**src/inc/hbsgc_pkg.sv**
```systemverilog
// Contract
// - After reset the bypass-passive bit is 1 and every bridge mode is 00.
// - Committing a bypass-passive bit of 0 enters active bridge driving.
// - Enable high plus bypass 0 or any mode 01/10 is active; else passive.
// - Active driving needs no supply, pump or temperature fault and no fail-safe.
// - Mode 00 and 11 hold both off, 01 low side on, 10 high side on.
// - Static switch-on only for bridges not mapped to an enabled PWM channel.
// - A 4-bit static code per bridge selects one of sixteen current steps.
// - Hard-off current is discharge code 31, holding a switch off while opposite turns on.
// - Hold select 0 gives the 12.5/14.2 mA step, 1 gives 23.9/26.0 mA.
// - Listed faults in active mode turn switches off with static discharge current.
// - Mode 01 to 10 first discharges both with static current for cross-conduction time.
// - Then high side charges statically, low side hard-off, for blank plus filter time.
// - After filter time the drives drop to positive and negative hold currents.
// - Mode 00 to 10 skips cross-conduction and starts at the chip-select rise.
// - Chip-select rise is resynchronised and the command runs within 3 us.
// - Low-side turn-on follows the same phases with the sides exchanged.
// - Mode 00 or 11 discharges both statically for cross-conduction time, then hold.
`default_nettype none
package hbsgc_pkg;
   localparam int          NUM_HB          = 8;
   localparam int          TIME_W          = 8;
   localparam logic [1:0]  MODE_OFF        = 2'h0;
   localparam logic [1:0]  MODE_LS_ON      = 2'h1;
   localparam logic [1:0]  MODE_HS_ON      = 2'h2;
   localparam logic        BYPASS_RESET    = 1'h1;
   localparam logic        HOLD_SEL_RESET  = 1'h0;
   localparam logic [4:0]  HARD_OFF_CODE   = 5'h1F;
   localparam logic [4:0]  HOLD_LOW_CODE   = 5'h04;
   localparam logic [4:0]  HOLD_HIGH_CODE  = 5'h06;
   localparam int          CLK_PERIOD_PS   = 5000;
   localparam int          EXEC_MAX_NS     = 3;
   localparam int          EXEC_MAX_NS_UNIT = 1000;
   // Longest time, so the cycle count rounds down.
   localparam int          EXEC_MAX_CYC    = (EXEC_MAX_NS * EXEC_MAX_NS_UNIT * 1000) / CLK_PERIOD_PS;

   typedef enum logic [1:0] {
      CUR_STATIC   = 2'b00,
      CUR_HOLD     = 2'b01,
      CUR_HARD_OFF = 2'b10
   } hbsgc_src_type;

   typedef enum logic [5:0] {
      ST_OFF     = 6'b000001,
      ST_CCP_ON  = 6'b000010,
      ST_BLANK   = 6'b000100,
      ST_ON      = 6'b001000,
      ST_CCP_OFF = 6'b010000,
      ST_FAULT   = 6'b100000
   } hbsgc_state_type;

   typedef struct packed {
      logic          drive;
      logic          charge;
      hbsgc_src_type src;
      logic [4:0]    code;
   } hbsgc_gate_type;

   typedef struct packed {
      logic vs_ov;
      logic vs_uv;
      logic cp_uv;
      logic over_temp;
      logic fail_safe;
      logic vds_ov;
      logic over_current;
   } hbsgc_fault_type;

   typedef struct packed {
      logic                    bridge_bypass_passive;
      logic                    hold_current_select;
      logic [2*NUM_HB-1:0]     half_bridge_mode;
   } hbsgc_cmd_type;
endpackage : hbsgc_pkg
`default_nettype wire

```
**src/rtl/hbsgc_top.sv**
```systemverilog
`timescale 1ns/1ps
`default_nettype none
// Phase sequencer of one half-bridge.
module hbsgc_bridge_seq
   import hbsgc_pkg::*;
(
   // Clock and reset.
   input  wire logic              core_clk_i,
   input  wire logic              rst_i,
   // Command and conditions.
   input  wire logic              exec_i,
   input  wire logic [1:0]        mode_i,
   input  wire logic              mapped_i,
   input  wire logic              fault_i,
   input  wire logic              en_i,
   input  wire logic              hold_sel_i,
   // Per-bridge configuration.
   input  wire logic [3:0]        static_code_i,
   input  wire logic [TIME_W-1:0] ccp_time_i,
   input  wire logic [TIME_W-1:0] blank_time_i,
   input  wire logic [TIME_W-1:0] filter_time_i,
   // Gate drives.
   output hbsgc_gate_type         hs_o,
   output hbsgc_gate_type         ls_o
);
   hbsgc_state_type   state;
   hbsgc_state_type   next_state;
   logic [TIME_W:0]   timer;
   logic [TIME_W:0]   next_timer;
   logic              side_hs;
   logic              next_side_hs;
   hbsgc_gate_type    next_hs;
   hbsgc_gate_type    next_ls;
   hbsgc_gate_type    g_stat_dis;
   hbsgc_gate_type    g_stat_chg;
   hbsgc_gate_type    g_hard;
   hbsgc_gate_type    g_hold_on;
   hbsgc_gate_type    g_hold_off;

   // Phase lengths; a count of N gives N cycles, never less than one.
   wire logic [TIME_W:0] ccp_load   = (ccp_time_i == '0) ? '0 : {1'b0, ccp_time_i} - 1'b1;
   wire logic [TIME_W:0] bf_sum     = {1'b0, blank_time_i} + {1'b0, filter_time_i};
   wire logic [TIME_W:0] bf_load    = (bf_sum == '0) ? '0 : bf_sum - 1'b1;
   wire logic            on_req     = (mode_i == MODE_LS_ON || mode_i == MODE_HS_ON) && !mapped_i;
   wire logic            req_hs     = (mode_i == MODE_HS_ON);
   wire logic            was_on     = (state == ST_CCP_ON) || (state == ST_BLANK) || (state == ST_ON);
   wire logic [4:0]      hold_code  = hold_sel_i ? HOLD_HIGH_CODE : HOLD_LOW_CODE;

   // Drive templates for each current source.
   assign g_stat_dis = '{drive: en_i, charge: 1'b0, src: CUR_STATIC, code: {1'b0, static_code_i}};
   assign g_stat_chg = '{drive: en_i, charge: 1'b1, src: CUR_STATIC, code: {1'b0, static_code_i}};
   assign g_hard     = '{drive: en_i, charge: 1'b0, src: CUR_HARD_OFF, code: HARD_OFF_CODE};
   assign g_hold_on  = '{drive: en_i, charge: 1'b1, src: CUR_HOLD, code: hold_code};
   assign g_hold_off = '{drive: en_i, charge: 1'b0, src: CUR_HOLD, code: hold_code};

   // Next phase; a fault outranks any command or running phase.
   always_comb
   begin
      next_state   = state;
      next_timer   = timer;
      next_side_hs = side_hs;
      if (fault_i)
      begin
         next_state = ST_FAULT;
         next_timer = '0;
      end
      else if (exec_i && on_req)
      begin
         next_side_hs = req_hs;
         if (was_on && req_hs != side_hs)
         begin
            next_state = ST_CCP_ON;
            next_timer = ccp_load;
         end
         else if (!(was_on && req_hs == side_hs))
         begin
            next_state = ST_BLANK;
            next_timer = bf_load;
         end
      end
      else if (exec_i)
      begin
         next_state = ST_CCP_OFF;
         next_timer = ccp_load;
      end
      else if (timer != '0)
      begin
         next_timer = timer - 1'b1;
      end
      else
      begin
         case (state)
            ST_CCP_ON:
            begin
               next_state = ST_BLANK;
               next_timer = bf_load;
            end
            ST_BLANK:   next_state = ST_ON;
            ST_CCP_OFF: next_state = ST_OFF;
            default:    next_state = state;
         endcase
      end
   end

   // Drive currents for the next phase, steered by which side turns on.
   always_comb
   begin
      case (next_state)
         ST_BLANK:
         begin
            next_hs = next_side_hs ? g_stat_chg : g_hard;
            next_ls = next_side_hs ? g_hard : g_stat_chg;
         end
         ST_ON:
         begin
            next_hs = next_side_hs ? g_hold_on : g_hold_off;
            next_ls = next_side_hs ? g_hold_off : g_hold_on;
         end
         ST_OFF:
         begin
            next_hs = g_hold_off;
            next_ls = g_hold_off;
         end
         default:
         begin
            next_hs = g_stat_dis;
            next_ls = g_stat_dis;
         end
      endcase
   end

   // State, timer and registered drives.
   always_ff @(posedge core_clk_i)
   begin
      if (rst_i)
      begin
         state   <= ST_OFF;
         timer   <= '0;
         side_hs <= 1'b0;
         hs_o    <= '0;
         ls_o    <= '0;
      end
      else
      begin
         state   <= next_state;
         timer   <= next_timer;
         side_hs <= next_side_hs;
         hs_o    <= next_hs;
         ls_o    <= next_ls;
      end
   end
endmodule : hbsgc_bridge_seq

// Static gate control of eight half-bridges.
module hbsgc_top
   import hbsgc_pkg::*;
(
   // Clock and reset.
   input  wire logic                     core_clk_i,
   input  wire logic                     rst_i,
   // Device pins.
   input  wire logic                     enable_i,
   input  wire logic                     cs_n_i,
   // Decoded command from the serial frame.
   input  wire logic                     cmd_wr_i,
   input  wire hbsgc_cmd_type            cmd_i,
   // Fault flags and configuration.
   input  wire hbsgc_fault_type          faults_i,
   input  wire logic                     overcurrent_shutdown_enable_i,
   input  wire logic [NUM_HB-1:0]        pwm_mapped_i,
   input  wire logic [4*NUM_HB-1:0]      static_gate_current_code_i,
   input  wire logic [TIME_W*NUM_HB-1:0] cross_conduction_time_i,
   input  wire logic [TIME_W*NUM_HB-1:0] drain_source_blank_time_i,
   input  wire logic [TIME_W-1:0]        drain_source_filter_time_i,
   // Gate drives and status.
   output hbsgc_gate_type [NUM_HB-1:0]   high_side_o,
   output hbsgc_gate_type [NUM_HB-1:0]   low_side_o,
   output logic                          drivers_active_o,
   output logic                          bridge_bypass_passive_o,
   output logic [2*NUM_HB-1:0]           half_bridge_mode_o,
   output logic                          exec_o
);
   localparam int AST_EXEC_MAX = EXEC_MAX_CYC;

   hbsgc_cmd_type shadow;
   logic          pending;
   logic          cs_meta;
   logic          cs_sync;
   logic          cs_prev;
   logic          hold_sel;

   // Chip-select rise, seen only after the two-stage synchroniser.
   wire logic cs_rise  = cs_sync && !cs_prev;
   wire logic commit   = cs_rise && pending;
   wire logic any_on;
   wire logic sup_flt  = faults_i.vs_ov || faults_i.vs_uv || faults_i.cp_uv || faults_i.over_temp;
   wire logic shutdown = sup_flt || faults_i.vds_ov || (faults_i.over_current && overcurrent_shutdown_enable_i);
   wire logic req_act  = enable_i && (!bridge_bypass_passive_o || any_on) && !faults_i.fail_safe;
   wire logic grant    = req_act && !sup_flt;

   // Any bridge asking for a switch to be on keeps the driver active.
   logic [NUM_HB-1:0] on_vec;
   for (genvar i = 0; i < NUM_HB; i++)
   begin : g_on
      assign on_vec[i] = (half_bridge_mode_o[2*i +: 2] == MODE_LS_ON) || (half_bridge_mode_o[2*i +: 2] == MODE_HS_ON);
   end
   assign any_on = |on_vec;

   // Command capture and commit; a write in the commit cycle stays pending.
   always_ff @(posedge core_clk_i)
   begin
      if (rst_i)
      begin
         cs_meta                 <= 1'b1;
         cs_sync                 <= 1'b1;
         cs_prev                 <= 1'b1;
         pending                 <= 1'b0;
         shadow                  <= '0;
         bridge_bypass_passive_o <= BYPASS_RESET;
         half_bridge_mode_o      <= '0;
         hold_sel                <= HOLD_SEL_RESET;
         exec_o                  <= 1'b0;
      end
      else
      begin
         cs_meta <= cs_n_i;
         cs_sync <= cs_meta;
         cs_prev <= cs_sync;
         pending <= cmd_wr_i || (pending && !commit);
         exec_o  <= commit;
         if (cmd_wr_i)
            shadow <= cmd_i;
         if (commit)
         begin
            bridge_bypass_passive_o <= shadow.bridge_bypass_passive;
            half_bridge_mode_o      <= shadow.half_bridge_mode;
            hold_sel                <= shadow.hold_current_select;
         end
      end
   end

   // Registered grant; the gate drive itself stays on during a shutdown so the gates discharge.
   always_ff @(posedge core_clk_i)
   begin
      if (rst_i)
      begin
         drivers_active_o <= 1'b0;
      end
      else
      begin
         drivers_active_o <= grant;
      end
   end

   // One independent sequencer per bridge.
   for (genvar i = 0; i < NUM_HB; i++)
   begin : g_hb
      hbsgc_bridge_seq u_seq (
         .core_clk_i    (core_clk_i),
         .rst_i         (rst_i),
         .exec_i        (exec_o),
         .mode_i        (half_bridge_mode_o[2*i +: 2]),
         .mapped_i      (pwm_mapped_i[i]),
         .fault_i       (shutdown && req_act),
         .en_i          (req_act),
         .hold_sel_i    (hold_sel),
         .static_code_i (static_gate_current_code_i[4*i +: 4]),
         .ccp_time_i    (cross_conduction_time_i[TIME_W*i +: TIME_W]),
         .blank_time_i  (drain_source_blank_time_i[TIME_W*i +: TIME_W]),
         .filter_time_i (drain_source_filter_time_i),
         .hs_o          (high_side_o[i]),
         .ls_o          (low_side_o[i])
      );
   end
endmodule : hbsgc_top
`default_nettype wire

```
**config.mk**
```make
export PLATFORM = sky130hd
export DESIGN_NAME = hbsgc_top
export DESIGN_NICKNAME = d
export VERILOG_FILES = /design/src/inc/hbsgc_pkg.sv /design/src/rtl/hbsgc_top.sv
export SDC_FILE = /design/constraint.sdc
export NUM_CORES = 1
export LEC_CHECK = 0
export BUFFER_PORTS_ARGS = -buffer_cell sky130_fd_sc_hd__clkbuf_2
export CAP_MARGIN = 20
export CORE_MARGIN = 3
export CORE_UTILIZATION = 52
export CTS_CLUSTER_DIAMETER = 100
export CTS_CLUSTER_SIZE = 28
export DETAILED_ROUTE_END_ITERATION = 12
export HOLD_SLACK_MARGIN = 0.1
export PLACE_DENSITY = 0.84
export SLEW_MARGIN = 20
export SYNTH_ARGS = -nofsm -noshare
export SYNTH_HDL_FRONTEND = slang
export SYNTH_SLANG_ARGS = --single-unit
```
**constraint.sdc**
```tcl
create_clock -name core_clk_i -period 2.8 [get_ports core_clk_i]
set_clock_uncertainty 0.15 [all_clocks]
set_input_delay 0.14 -clock core_clk_i [delete_from_list [all_inputs] [get_ports core_clk_i]]
set_output_delay 0.14 -clock core_clk_i [all_outputs]
set_load 0.005 [all_outputs]
```
======== After elaboration in Yosys (flattened, before gate mapping) ========
Cells that the tools add are included.
word-level totals
  output and inout port bits .............. 163
  bits in registers ....................... 314
  memory bits (read-only) ................. 0
  memories kept ........................... 0
  logic and storage cells ................. 539
  latch bits .............................. 0
  input port bits ......................... 207
  bits in writable memories ............... 0
cells by class
  shift-type cells ........................ 0
  div/mod/pow operators ................... 0
  $add $sub $neg .......................... 32
  reduce and logical (&&, ||, !) cells .... 126
  equal/unequal tests ..................... 96
  multiply operators ...................... 0
  muxes and demuxes ....................... 185
  magnitude comparators ................... 0
  bitwise logic cells ..................... 0
operators with widths
  operator                                                               number
  9-bit 2-to-1 mux                                                       64
  8-bit case mux with 3 select lines                                     16
  6-bit 2-to-1 mux                                                       48
  8-bit 2-to-1 mux                                                       32
  6-bit case mux with 3 select lines                                     8
  9-bit by 1-bit subtractor with 9-bit output, second input constant     16
  6-bit by 3-bit equality test with 1-bit output, second input constant  16
  6-bit by 4-bit equality test with 1-bit output, second input constant  16
  8-bit by 8-bit adder with 9-bit output                                 8
  9-bit logical NOT                                                      8
  9-bit nonzero test                                                     8
  8-bit by 1-bit subtractor with 9-bit output, second input constant     8
  8-bit logical NOT                                                      8
  6-bit by 1-bit equality test with 1-bit output, second input constant  8
  6-bit by 2-bit equality test with 1-bit output, second input constant  8
  6-bit by 5-bit equality test with 1-bit output, second input constant  8
  1-bit logical AND                                                      40
  4-bit nonzero test                                                     8
  1-bit logical OR                                                       31
  3-bit inequality test, second input constant                           8
  2-bit by 1-bit equality test with 1-bit output, second input constant  8
  2-bit equality test, second input constant                             8
  1-bit 2-to-1 mux                                                       16
  2-bit AND reduction                                                    8
  6 further kinds                                                        32

======== Depth between registers and ports, before layout ========
Gate-level depths: netlist of the first run.
  depth after elaboration ................. 10
  depth in mapped cells ................... 11
  depth with buffers taken out ............ 11

======== Cells and area by module ========
A second synthesis of the first run with hierarchy kept.
unflattened totals
  cell total of the unflattened synthesis .. 2588
  area, all modules ....................... 20692.3 sq um
modules (own cells, without submodules)
  module                                times used  cells an instance  sequential area each (sq um)  area an instance (sq um)
  hbsgc_bridge_seq (g_hb[0].u_seq ...)  4           302                600.6                         2383.5
  hbsgc_bridge_seq (g_hb[7].u_seq)      1           331                600.6                         2532.4
  hbsgc_bridge_seq (g_hb[6].u_seq)      1           298                600.6                         2363.5
  hbsgc_bridge_seq (g_hb[5].u_seq)      1           287                600.6                         2357.3
  hbsgc_bridge_seq (g_hb[1].u_seq)      1           294                600.6                         2326.0
  hbsgc_top                             1           170                840.8                         1579.0

======== Worst setup path before layout of the first run ========
OpenSTA, ideal clock, no wires.
  kind .................................... input -> register
  start point ............................. in drain_source_blank_time_i[32]
  end point ............................... reg g_hb[4].u_seq.timer[4]
  arrival ................................. 2.698 ns
  slack ................................... -0.167 ns
  library setup time ...................... 0.119 ns
  stages on the path ...................... 9
  data required time ...................... 2.531 ns
  path buffers ............................ 0
  cells stage by stage .................... ha_1 fa_1 a211o_1 a21oi_1 o21ai_0 a2111o_1 o41ai_1 nor2_1 o221a_2
on the way
  cells in the longest elaborated chain, start to end .. 7
  elaborated cells on any way between the ends .. 10
  those cells by class .................... 2 x add/sub; 7 x mux; 1 x reduce/logical
ends and longest elaborated chain
  what                                                                                     line              RTL
  start, declared                                                                          hbsgc_top.sv:173  input wire logic [TIME_W*NUM_HB-1:0] drain_source_blank_time_i,
  8-bit by 8-bit adder with 9-bit output (*)                                               hbsgc_top.sv:42   wire logic [TIME_W:0] bf_sum = {1'b0, blank_time_i} + {1'b0, filter_time_i};
  9-bit by 1-bit subtractor with 9-bit output / 9-bit logical NOT (equally long branches)  hbsgc_top.sv:43   wire logic [TIME_W:0] bf_load = (bf_sum == '0) ? '0 : bf_sum - 1'b1;
  9-bit 2-to-1 mux (*)                                                                     hbsgc_top.sv:43
  9-bit 2-to-1 mux                                                                         hbsgc_top.sv:92   case (state)
  9-bit 2-to-1 mux                                                                         hbsgc_top.sv:86   else if (timer != '0)
  9-bit 2-to-1 mux                                                                         hbsgc_top.sv:81   else if (exec_i)
  9-bit 2-to-1 mux (*)                                                                     hbsgc_top.sv:67   else if (exec_i && on_req)
  end signal, assigned                                                                     hbsgc_top.sv:146  timer <= next_timer;
  end, declared                                                                            hbsgc_top.sv:28   logic [TIME_W:0] timer;
Mark *: on every way between the ends. The rest lies on a longest branch, timed or not. The select of a mux whose other input is x is not followed.
A chain may end at the register's enable or synchronous reset.

======== Final worst setup path of the first run ========
  start point ............................. reg half_bridge_mode_o[8]
  end point ............................... reg g_hb[6].u_seq.hs_o[1] in the netlist's numbering
on the way
  cells in the longest elaborated chain, start to end .. 10
  elaborated cells on any way between the ends .. 15
  those cells by class .................... 5 x eq/ne; 4 x mux; 6 x reduce/logical
ends and longest elaborated chain
  what                                                                                          line              RTL
  start, declared                                                                               hbsgc_top.sv:180  output logic [2*NUM_HB-1:0] half_bridge_mode_o,
  start signal, assigned                                                                        hbsgc_top.sv:236  half_bridge_mode_o <= shadow.half_bridge_mode;
  2-bit by 1-bit equality test with 1-bit output / 2-bit equality test (equally long branches)  hbsgc_top.sv:205  assign on_vec[i] = (half_bridge_mode_o[2*i +: 2] == MODE_LS_ON) || (half_bridge_mode_o[2*i +: 2] == MODE_HS_ON ...
  1-bit logical OR (*)                                                                          hbsgc_top.sv:205
  8-bit OR reduction (*)                                                                        hbsgc_top.sv:207  assign any_on = |on_vec;
  1-bit logical OR (*)                                                                          hbsgc_top.sv:198  wire logic req_act = enable_i && (!bridge_bypass_passive_o || any_on) && !faults_i.fail_safe;
  1-bit logical AND (*) (2 in series)                                                           hbsgc_top.sv:198
  1-bit logical AND (*)                                                                         hbsgc_top.sv:264  .fault_i (shutdown && req_act),
  6-bit 2-to-1 mux / 1-bit 2-to-1 mux (equally long branches)                                   hbsgc_top.sv:62   if (fault_i)
  6-bit by 1-bit equality test with 1-bit output, or another cell as far along                  hbsgc_top.sv:108  case (next_state)
  8-bit case mux with 3 select lines (*)                                                        hbsgc_top.sv:108
  end signal, assigned                                                                          hbsgc_top.sv:148  hs_o <= next_hs;
  end, declared                                                                                 hbsgc_top.sv:23   output hbsgc_gate_type hs_o,
Mark *: on every way between the ends. The rest lies on a longest branch, timed or not.

==> parameters.txt, run 1 <==
Parameter                              Value

Status
  Status    finished, violations left
  Failing checks    setup timing

Floorplan
  Standard cell core area    37760 um^2
  Y dimension of the die    202.0 um
  Full die area    40810 um^2
  Horizontal extent of the die    202.0 um
  Starting utilization of the core area    52.92%
  Number of placement rows    71
  Number of top-level pins    370

Synth
  Share of async-settable or async-resettable flops after synthesis    0%
  Top flip-flop cell by instance count after synthesis    dfxtp_1
  Number of synthesized register bits    275
  Post-Synthesis Cell Area    19980 um^2
  Gate count after technology mapping    2576
  Count of different cell masters after synthesis    96
  Top cells by area, synth    dfxtp_1, ha_1, nor2_1, a21oi_1, o21ai_0
  Count of flip-flops with a built-in enable after synthesis    0
  Part of the Yosys area used for sequential elements    27.56%
  Library cell with the largest summed area after synthesis    dfxtp_1
  Yosys synthesis warning count    0
  Synth Net Count    2895
  Avg Synthesized Cell Area    7.756 um^2
  Share of Yosys cell area claimed by the top area cell type    27.56%

Power and ir drop
  Switching component of the power    6.459 mW
  Logic pwr share    54.4%
  Internal power component    9.721 mW
  Power per cell area    584.7 nW/um^2
  Leak pwr    12.16 nW
  Total Power    16.18 mW
  Proportion of power drawn by flip-flops and latches    30.1%
  VDD IR-drop max    0.4068 mV
  Net switching share of the total power    39.92%
  Clock share of power    15.5%

STA
  Final Slew Violations    0
  Final Critical Period    2.941 ns
  Post-route setup slack    -0.1405 ns
  Maximum achievable frequency    0.3401 GHz
  Final-report setup violation count    28
  Worst slew margin relative to its limit    33.21%
  WHS    0.1077 ns
  Worst slew pin tran    1.002 ns
  Setup repair after global routing missed its margin    true
  Number of hold violations in the final report    0
  Share of the clock period used by the worst path after layout    105.0%

Placement
  Count of buffers inserted at the top-level ports    369
  HPWL after detailed placement    55810 um
  Routability congestion estimate    0.9706
  DP Cell Count    3685

Routing
  Overall via count from detail_route    24101
  ANT nets after route    0
  Average routed wire per standard cell    20.45 um
  Number of vias per cell after detailed routing    6.244
  Post-Route WL    78940 um
  Detailed-route DRC error count    0
  Number of iterations in the first detailed-routing pass    6
  1st-iter DRT viols    2323

GRT
  Total global-route track usage    34.68%
  Met2 track demand over resource    63.51%
  GRT overflow    0
  Most heavily used metal layer in global routing    met2
  Pin count of the biggest net entering global routing    91
  Number of antenna violations at the first check in global routing    0
  Number of global-route vias before repair    23585
  Met3 demand-to-capacity share in global routing    4.429%
  Global routing met1 resource utilization    39.39%
  First-pass GRT wire length    118100 um

Setup path
  Worst reg-to-reg setup slack    -0.14 ns
  Cells on worst reg2reg path    10
  Startpoint type of the worst setup path    register
  Startpoint of the worst-slack reg-to-reg timing path    half_bridge_mode_o[8]$_SDFFE_PP0P_
  Setup CP Type    reg2reg
  Element type at the critical path end    register
  FF-to-FF End    g_hb[6].u_seq.hs_o[1]$_SDFF_PP0_
  Crit path DAT    3.14 ns
  Worst-path maximum fanout    5
  Critical Path RT    3.00 ns

Clocking
  Clock input transition at the sequential cells of the worst setup and hold paths    0.11 ns
  CTS tree    done
  Number of buffers created by CTS    15
  Worst skew pair latency    0.52 ns
  Number of clock sinks    275
  Clk root buf    clkbuf_16
  Count of H-tree levels built during CTS    1
  Maximum buffer depth of the clock tree    3

Final layout
  Share of post-route cells with drive strength above 1    31.48%
  Area grow syn2layout    38.50%
  Leading cell type in the layout, fill and taps excluded    buf_4
  Number of nets in the finished design    3663
  Commonest non-fill, non-tap cells in the layout    buf_4, clkbuf_2, nor2_1
  Post-route non-filler standard cell count    3860
  Count of fill cells added during filler insertion    2738

Job
  Max cap viols    0

Min path
  Sink of the worst hold path    g_hb[5].u_seq.timer[0]$_SDFFE_PP0P_
  Depth of the worst hold-timing path    5
  Worst hold path type    in2reg
  Hold Path Origin    drain_source_blank_time_i[40]
-- sequential cells by signal, indices dropped and copies added, names as in the netlist --
name,cells
shadow,18
g_hb.u_seq.hs_o,49
g_hb.u_seq.side_hs,8
g_hb.u_seq.state,48
cs_prev,1
half_bridge_mode_o,16
bridge_bypass_passive_o,1
exec_o,1
pending,1
cs_sync,1
g_hb.u_seq.ls_o,56
cs_meta,1
hold_sel,1
g_hb.u_seq.timer,72
drivers_active_o,1
-- critical path, cell delays in order (launching register included) --
cell and delay (ns):
dfxtp_2 0.36, inv_1 0.08, ha_4 0.31, nand4_1 0.15
buf_4 0.19, o31ai_4 0.27, o21ai_2 0.12, or3_1 0.32
a2111o_1 0.45, mux2i_2 0.27, a21oi_1 0.12
-- through the flow --
| stage | TNS [ns] | utilization [%] | setup WS, ns | cell area (um^2) |
|---|---|---|---|---|
| floorplan | 0 | - | 0.007243 | 20040 |
| global placement | -11.87 | 65.39 | -0.2436 | 24690 |
| detailed placement | -18.43 | 65.39 | -0.3307 | 24690 |
| CTS | -0.04143 | 70.56 | -0.02645 | 26640 |
| global route | -6.138 | 73.29 | -0.2137 | 27670 |
| finish | -1.469 | 73.29 | -0.1405 | 27670 |
-- cells by family (layout without fill, tap and decap cells) --
family                   count (synthesis)  in the layout  synth area share (%)
multiplexers                            60             60                 3.081
AND/OR/NAND/NOR                        944            944                 23.74
other                                    0              1                     0
AO/OA/AOI/OAI                          792            792                 26.43
XOR/XNOR                               148            148                 6.488
buffers and inverters                  245           1017                 5.386
flip-flops                             275            275                 27.56
adder cells (fa/ha/maj)                112            112                 7.315
-- cell type report --
type	instances	area, um^2	share of cell area [%]
multi-input cells	2056	14440	52.17
inverters	110	419.2	1.515
clock buffers	16	379.1	1.370
well taps	511	639.4	2.311
flip-flops and latches	275	5530	19.99
diodes	1	2.502	0.009043
clock inverters	5	73.82	0.2668
repair buffers	886	6192	22.38
-- per-layer routing --
layer / share of wire, % / routed length (um)
met1: 37 / 29280
met2: 50 / 39380
met3: 6.9 / 5455
met4: 6.1 / 4831
met5: 0 / 0
-- cell usage after synthesis, drive strengths merged, types with 16 or more instances --
master	instances
nor2	287
dfxtp	275
a21oi	205
nand2	203
o21ai	174
inv	109
ha	104
nor3	98
xnor2	91
clkbuf	81
xor2	57
nand3	55
buf	54
mux2i	48
nor4	47
a21o	44
a31oi	44
o211ai	33
a211oi	31
and2	29
o221ai	28
or3	26
or2	25
and3	24
o31ai	24
nor3b	23
o21a	23
nand4	19
nand2b	18
nor4b	18
or4	18
nor2b	17
a22oi	16
-- power groups by stage --
stage               Sequential (mW)  Clock, mW  Combinational [mW]
floorplan                      4.86          0                4.97
global placement               4.88          0                7.88
detailed placement             4.89          0                8.01
CTS                            4.83       2.51                8.32
global route                   4.93       2.63                9.54
finish                         4.87       2.51                8.79
-- what timing repair did --
action                                  4_1_cts  5_1_grt
cloned                                        1        1
hold buffers                                112        0
resized for setup                            64      179
pin swaps                                    20       63
hold endpoints to repair                    149        0
endpoints found under the setup margin      106      146
buffers inserted                             11       29
-- worst max path at each step --
stage	from	end	slack [ns]	cells after the start
CTS	g_hb[7].u_seq.timer[0]$_SDFFE_PP0P_	g_hb[7].u_seq.hs_o[1]$_SDFF_PP0_	-0.03	9
detailed placement	drain_source_filter_time_i[0]	g_hb[3].u_seq.timer[3]$_SDFFE_PP0P_	-0.33	11
global placement	drain_source_filter_time_i[0]	g_hb[6].u_seq.timer[7]$_SDFFE_PP0P_	-0.24	11
finish	half_bridge_mode_o[8]$_SDFFE_PP0P_	g_hb[6].u_seq.hs_o[1]$_SDFF_PP0_	-0.14	10
global route	half_bridge_mode_o[8]$_SDFFE_PP0P_	g_hb[6].u_seq.hs_o[1]$_SDFF_PP0_	-0.21	10
floorplan	drain_source_blank_time_i[40]	g_hb[5].u_seq.timer[7]$_SDFFE_PP0P_	0.007	11
Power figures use the tool's default switching activity.
==> run 2, diff against run 1 <==
--- a/config.mk
+++ b/config.mk
@@ -5,6 +5,7 @@
 export SDC_FILE = /design/constraint.sdc
 export NUM_CORES = 1
 export LEC_CHECK = 0
+export ABC_AREA = 1
 export BUFFER_PORTS_ARGS = -buffer_cell sky130_fd_sc_hd__clkbuf_2
 export CAP_MARGIN = 20
 export CORE_MARGIN = 3
==> parameters.txt, run 2 <==
Parameter                              Value

STA
  Worst slew margin relative to its limit    45.02% (+12 points)
  Post-route setup slack    0.02871 ns (+0.1692 ns)
  Setup repair after global routing missed its margin    true
  Worst slew pin tran    0.8247 ns (-0.1772 ns)
  Maximum achievable frequency    0.3608 GHz (+6.1%)
  WHS    0.08137 ns (-0.02638 ns)
  Final-report setup violation count    0 (-100%)
  Number of hold violations in the final report    0 (unchanged)
  Final Slew Violations    0 (unchanged)
  Sum of negative setup slack    0 ns (+1.469 ns)
  Share of the clock period used by the worst path after layout    98.97% (-6.0 points)
  Final Critical Period    2.771 ns (-0.1692 ns)

Final layout
  Leading cell type in the layout, fill and taps excluded    nand2_1
  Area grow syn2layout    23.23%
  Post-route non-filler standard cell count    4494 (+16%)
  Share of post-route cells with drive strength above 1    16.81% (-15 points)
  Max reg flops    72 (unchanged)
  Count of fill cells added during filler insertion    3557 (+30%)
  Register with the most flip-flops    g_hb.u_seq.timer
  Biggest regs    g_hb.u_seq.timer: 72 flops, g_hb.u_seq.ls_o: 56 flops, g_hb.u_seq.hs_o: 49 flops
  Final standard cell utilization of the core    65.61% (-7.7 points)
  Non-Filler Cell Area, Final    26370 um^2 (-4.7%)
  Number of nets in the finished design    4285 (+17%)
  Commonest non-fill, non-tap cells in the layout    nand2_1, nor2_1, clkbuf_2

Setup path
  CP most frequent cell    inv_1
  Crit-path slowest cell    dfxtp_2
  Setup CP Type    reg2reg
  Crit path DAT    3.02 ns (-0.12 ns)
  Element type at the critical path end    register
  Slowest stage delay, CP    0.38 ns (-0.07 ns)
  Worst-path maximum fanout    12 (+7)
  Critical Path RT    3.05 ns (+0.05 ns)
  Startpoint type of the worst setup path    register
  Ordered list of cells on the worst path    inv_1, ha_1, inv_1, nor2_1, nand3b_1, nand3_4, clkbuf_16, nand4_1, inv_1, nor2_4, nand2_2, buf_4, nand3_1, nand2_1, nand2_2, nor2_1

GRT
  First-pass GRT wire length    110300 um (-6.6%)
  GRT overflow    0 (unchanged)
  Number of global-route vias before repair    23232 (-1.5%)
  Number of antenna violations at the first check in global routing    2 (+2)
  Pin count of the biggest net entering global routing    85 (-6.6%)
  Total global-route track usage    29.87% (-4.8 points)

Floorplan
  Standard cell core area    40190 um^2 (+6.4%)
  Starting utilization of the core area    53.24% (+0.33 points)
  Number of placement rows    73 (+2.8%)
  Y dimension of the die    208.9 um (+3.4%)
  Full die area    43620 um^2 (+6.9%)
  Horizontal extent of the die    208.9 um (+3.4%)
  Number of top-level pins    370 (unchanged)

Routing
  WL met2    34310 um (-13%)
  Average routed wire per standard cell    15.82 um (-23%)
  1st-iter DRT viols    2194 (-5.6%)
  Post-Route WL    71090 um (-9.9%)
  Number of iterations in the first detailed-routing pass    6 (unchanged)
  Met1 Routed Length    27950 um (-4.5%)
  Number of vias per cell after detailed routing    5.581 (-11%)
  Length of routed met3 wiring    5588 um (+2.4%)
  ANT nets after route    0 (unchanged)
  Detailed-route DRC error count    0 (unchanged)
  Top Layer Used    met5
  Overall via count from detail_route    25082 (+4.1%)

Power and ir drop
  Total Power    14.96 mW (-7.5%)
  Leak pwr    13.20 nW (+8.6%)
  VDD IR-drop max    0.5020 mV (+23%)
  Power per cell area    567.4 nW/um^2 (-3.0%)

Placement
  Count of buffers inserted at the top-level ports    369 (unchanged)
  HPWL after detailed placement    50300 um (-9.9%)
  Post-Place Setup Slack    0.06729 ns (+0.3980 ns)
  DP Cell Count    4319 (+17%)
  Routability congestion estimate    0.9480 (-2.3%)
  Post-DP Area    24040 um^2 (-2.6%)

Clocking
  CTS tree    done
  Count of H-tree levels built during CTS    1 (unchanged)
  Worst skew pair latency    0.52 ns (about the same)
  Number of buffers created by CTS    14 (-1)
  Number of clock sinks    275 (unchanged)
  Clk root buf    clkbuf_16
  Maximum buffer depth of the clock tree    3 (unchanged)
  Clock input transition at the sequential cells of the worst setup and hold paths    0.12 ns (about the same)

Synth
  Count of flip-flops with a built-in enable after synthesis    0 (unchanged)
  Gate count after technology mapping    3464 (+34%)
  Synth Net Count    3783 (+31%)
  Number of synthesized register bits    275 (unchanged)
  Part of the Yosys area used for sequential elements    25.73% (-1.8 points)
  Most frequent cell after synthesis    nand2_1
  Post-Synthesis Cell Area    21400 um^2 (+7.1%)
  Count of different cell masters after synthesis    53 (-45%)
  Most numerous cell types in the synthesized netlist    nand2_1, nor2_1, inv_1, nand3_1, dfxtp_1
  Share of Yosys cell area claimed by the top area cell type    25.73% (-1.8 points)
  Library cell with the largest summed area after synthesis    dfxtp_1
  Yosys synthesis warning count    0 (unchanged)
  Top flip-flop cell by instance count after synthesis    dfxtp_1
  Avg Synthesized Cell Area    6.177 um^2 (-20%)
  Share of async-settable or async-resettable flops after synthesis    0% (unchanged)
  Top cells by area, synth    dfxtp_1, nand2_1, nor2_1, nand3_1, inv_1

Status
  Status    finished, final reports clean

Job
  Max cap viols    0 (unchanged)

Min path
  Worst hold path type    in2reg
-- run 2: logic make-up after synthesis --
kind of cell	share of synthesized area, %
simple gates	36.64
buf+inv	10.10
fa+ha+maj	6.830
xor+xnor	5.151
compound gates	15.50
mux	0.04678
flops	25.73
-- run 2: report_power, final --
group | switching, mW | internal [mW] | leakage (nW)
registers | 0.417 | 4.44 | 2.25
logic | 4.51 | 3.19 | 10.7
clock network | 1.41 | 1.00 | 0.203
total | 6.33 | 8.63 | 13.2
-- run 2: timing repair --
item                       4_1_cts  5_1_grt
hold buffers                   139        0
buffers inserted                 0       13
setup endpoints to repair        0       90
hold endpoints to repair       157        0
gates resized for setup          0       69
-- run 2: final cells by class --
cell class	count	area, um^2	area share (%)
Clock inverter	3	37.54	0.1424
Inverter	389	1463	5.547
Clock buffer	15	375.4	1.424
Sequential cell	275	5513	20.91
Antenna cell	1	2.502	0.009490
Timing Repair Buffer	617	4282	16.24
Tap cell	525	656.9	2.491
Multi-Input combinational cell	2669	14040	53.24
-- run 2: per-layer routing --
metal / GRT usage [%] / up-vias
li1: - / 12321
met1: 36.33 / 11352
met2: 53.69 / 1175
met3: 3.378 / 232
met4: 12.01 / 2
met5: 0 / -
-- run 2: final timing paths --
| path | from | endpoint | slack (ns) | cells past startpoint |
|---|---|---|---|---|
| max reg2reg | half_bridge_mode_o[12]$_SDFFE_PP0P_ | g_hb[6].u_seq.ls_o[3]$_SDFF_PP0_ | 0.03 | 16 |
| min | cross_conduction_time_i[4] | g_hb[0].u_seq.timer[4]$_SDFFE_PP0P_ | 0.08 | 7 |
| max | half_bridge_mode_o[12]$_SDFFE_PP0P_ | g_hb[6].u_seq.ls_o[3]$_SDFF_PP0_ | 0.03 | 16 |
| min reg2reg | cs_meta$_SDFF_PP1_ | cs_sync$_SDFF_PP1_ | 0.27 | 1 |
-- run 2: critical path, delay by kind of cell (launching register included) --
family / cells / cell delay (ns)
fa+ha+maj: 1 / 0.32
flops: 1 / 0.38
buf+inv: 5 / 0.66
simple gates: 10 / 1.15
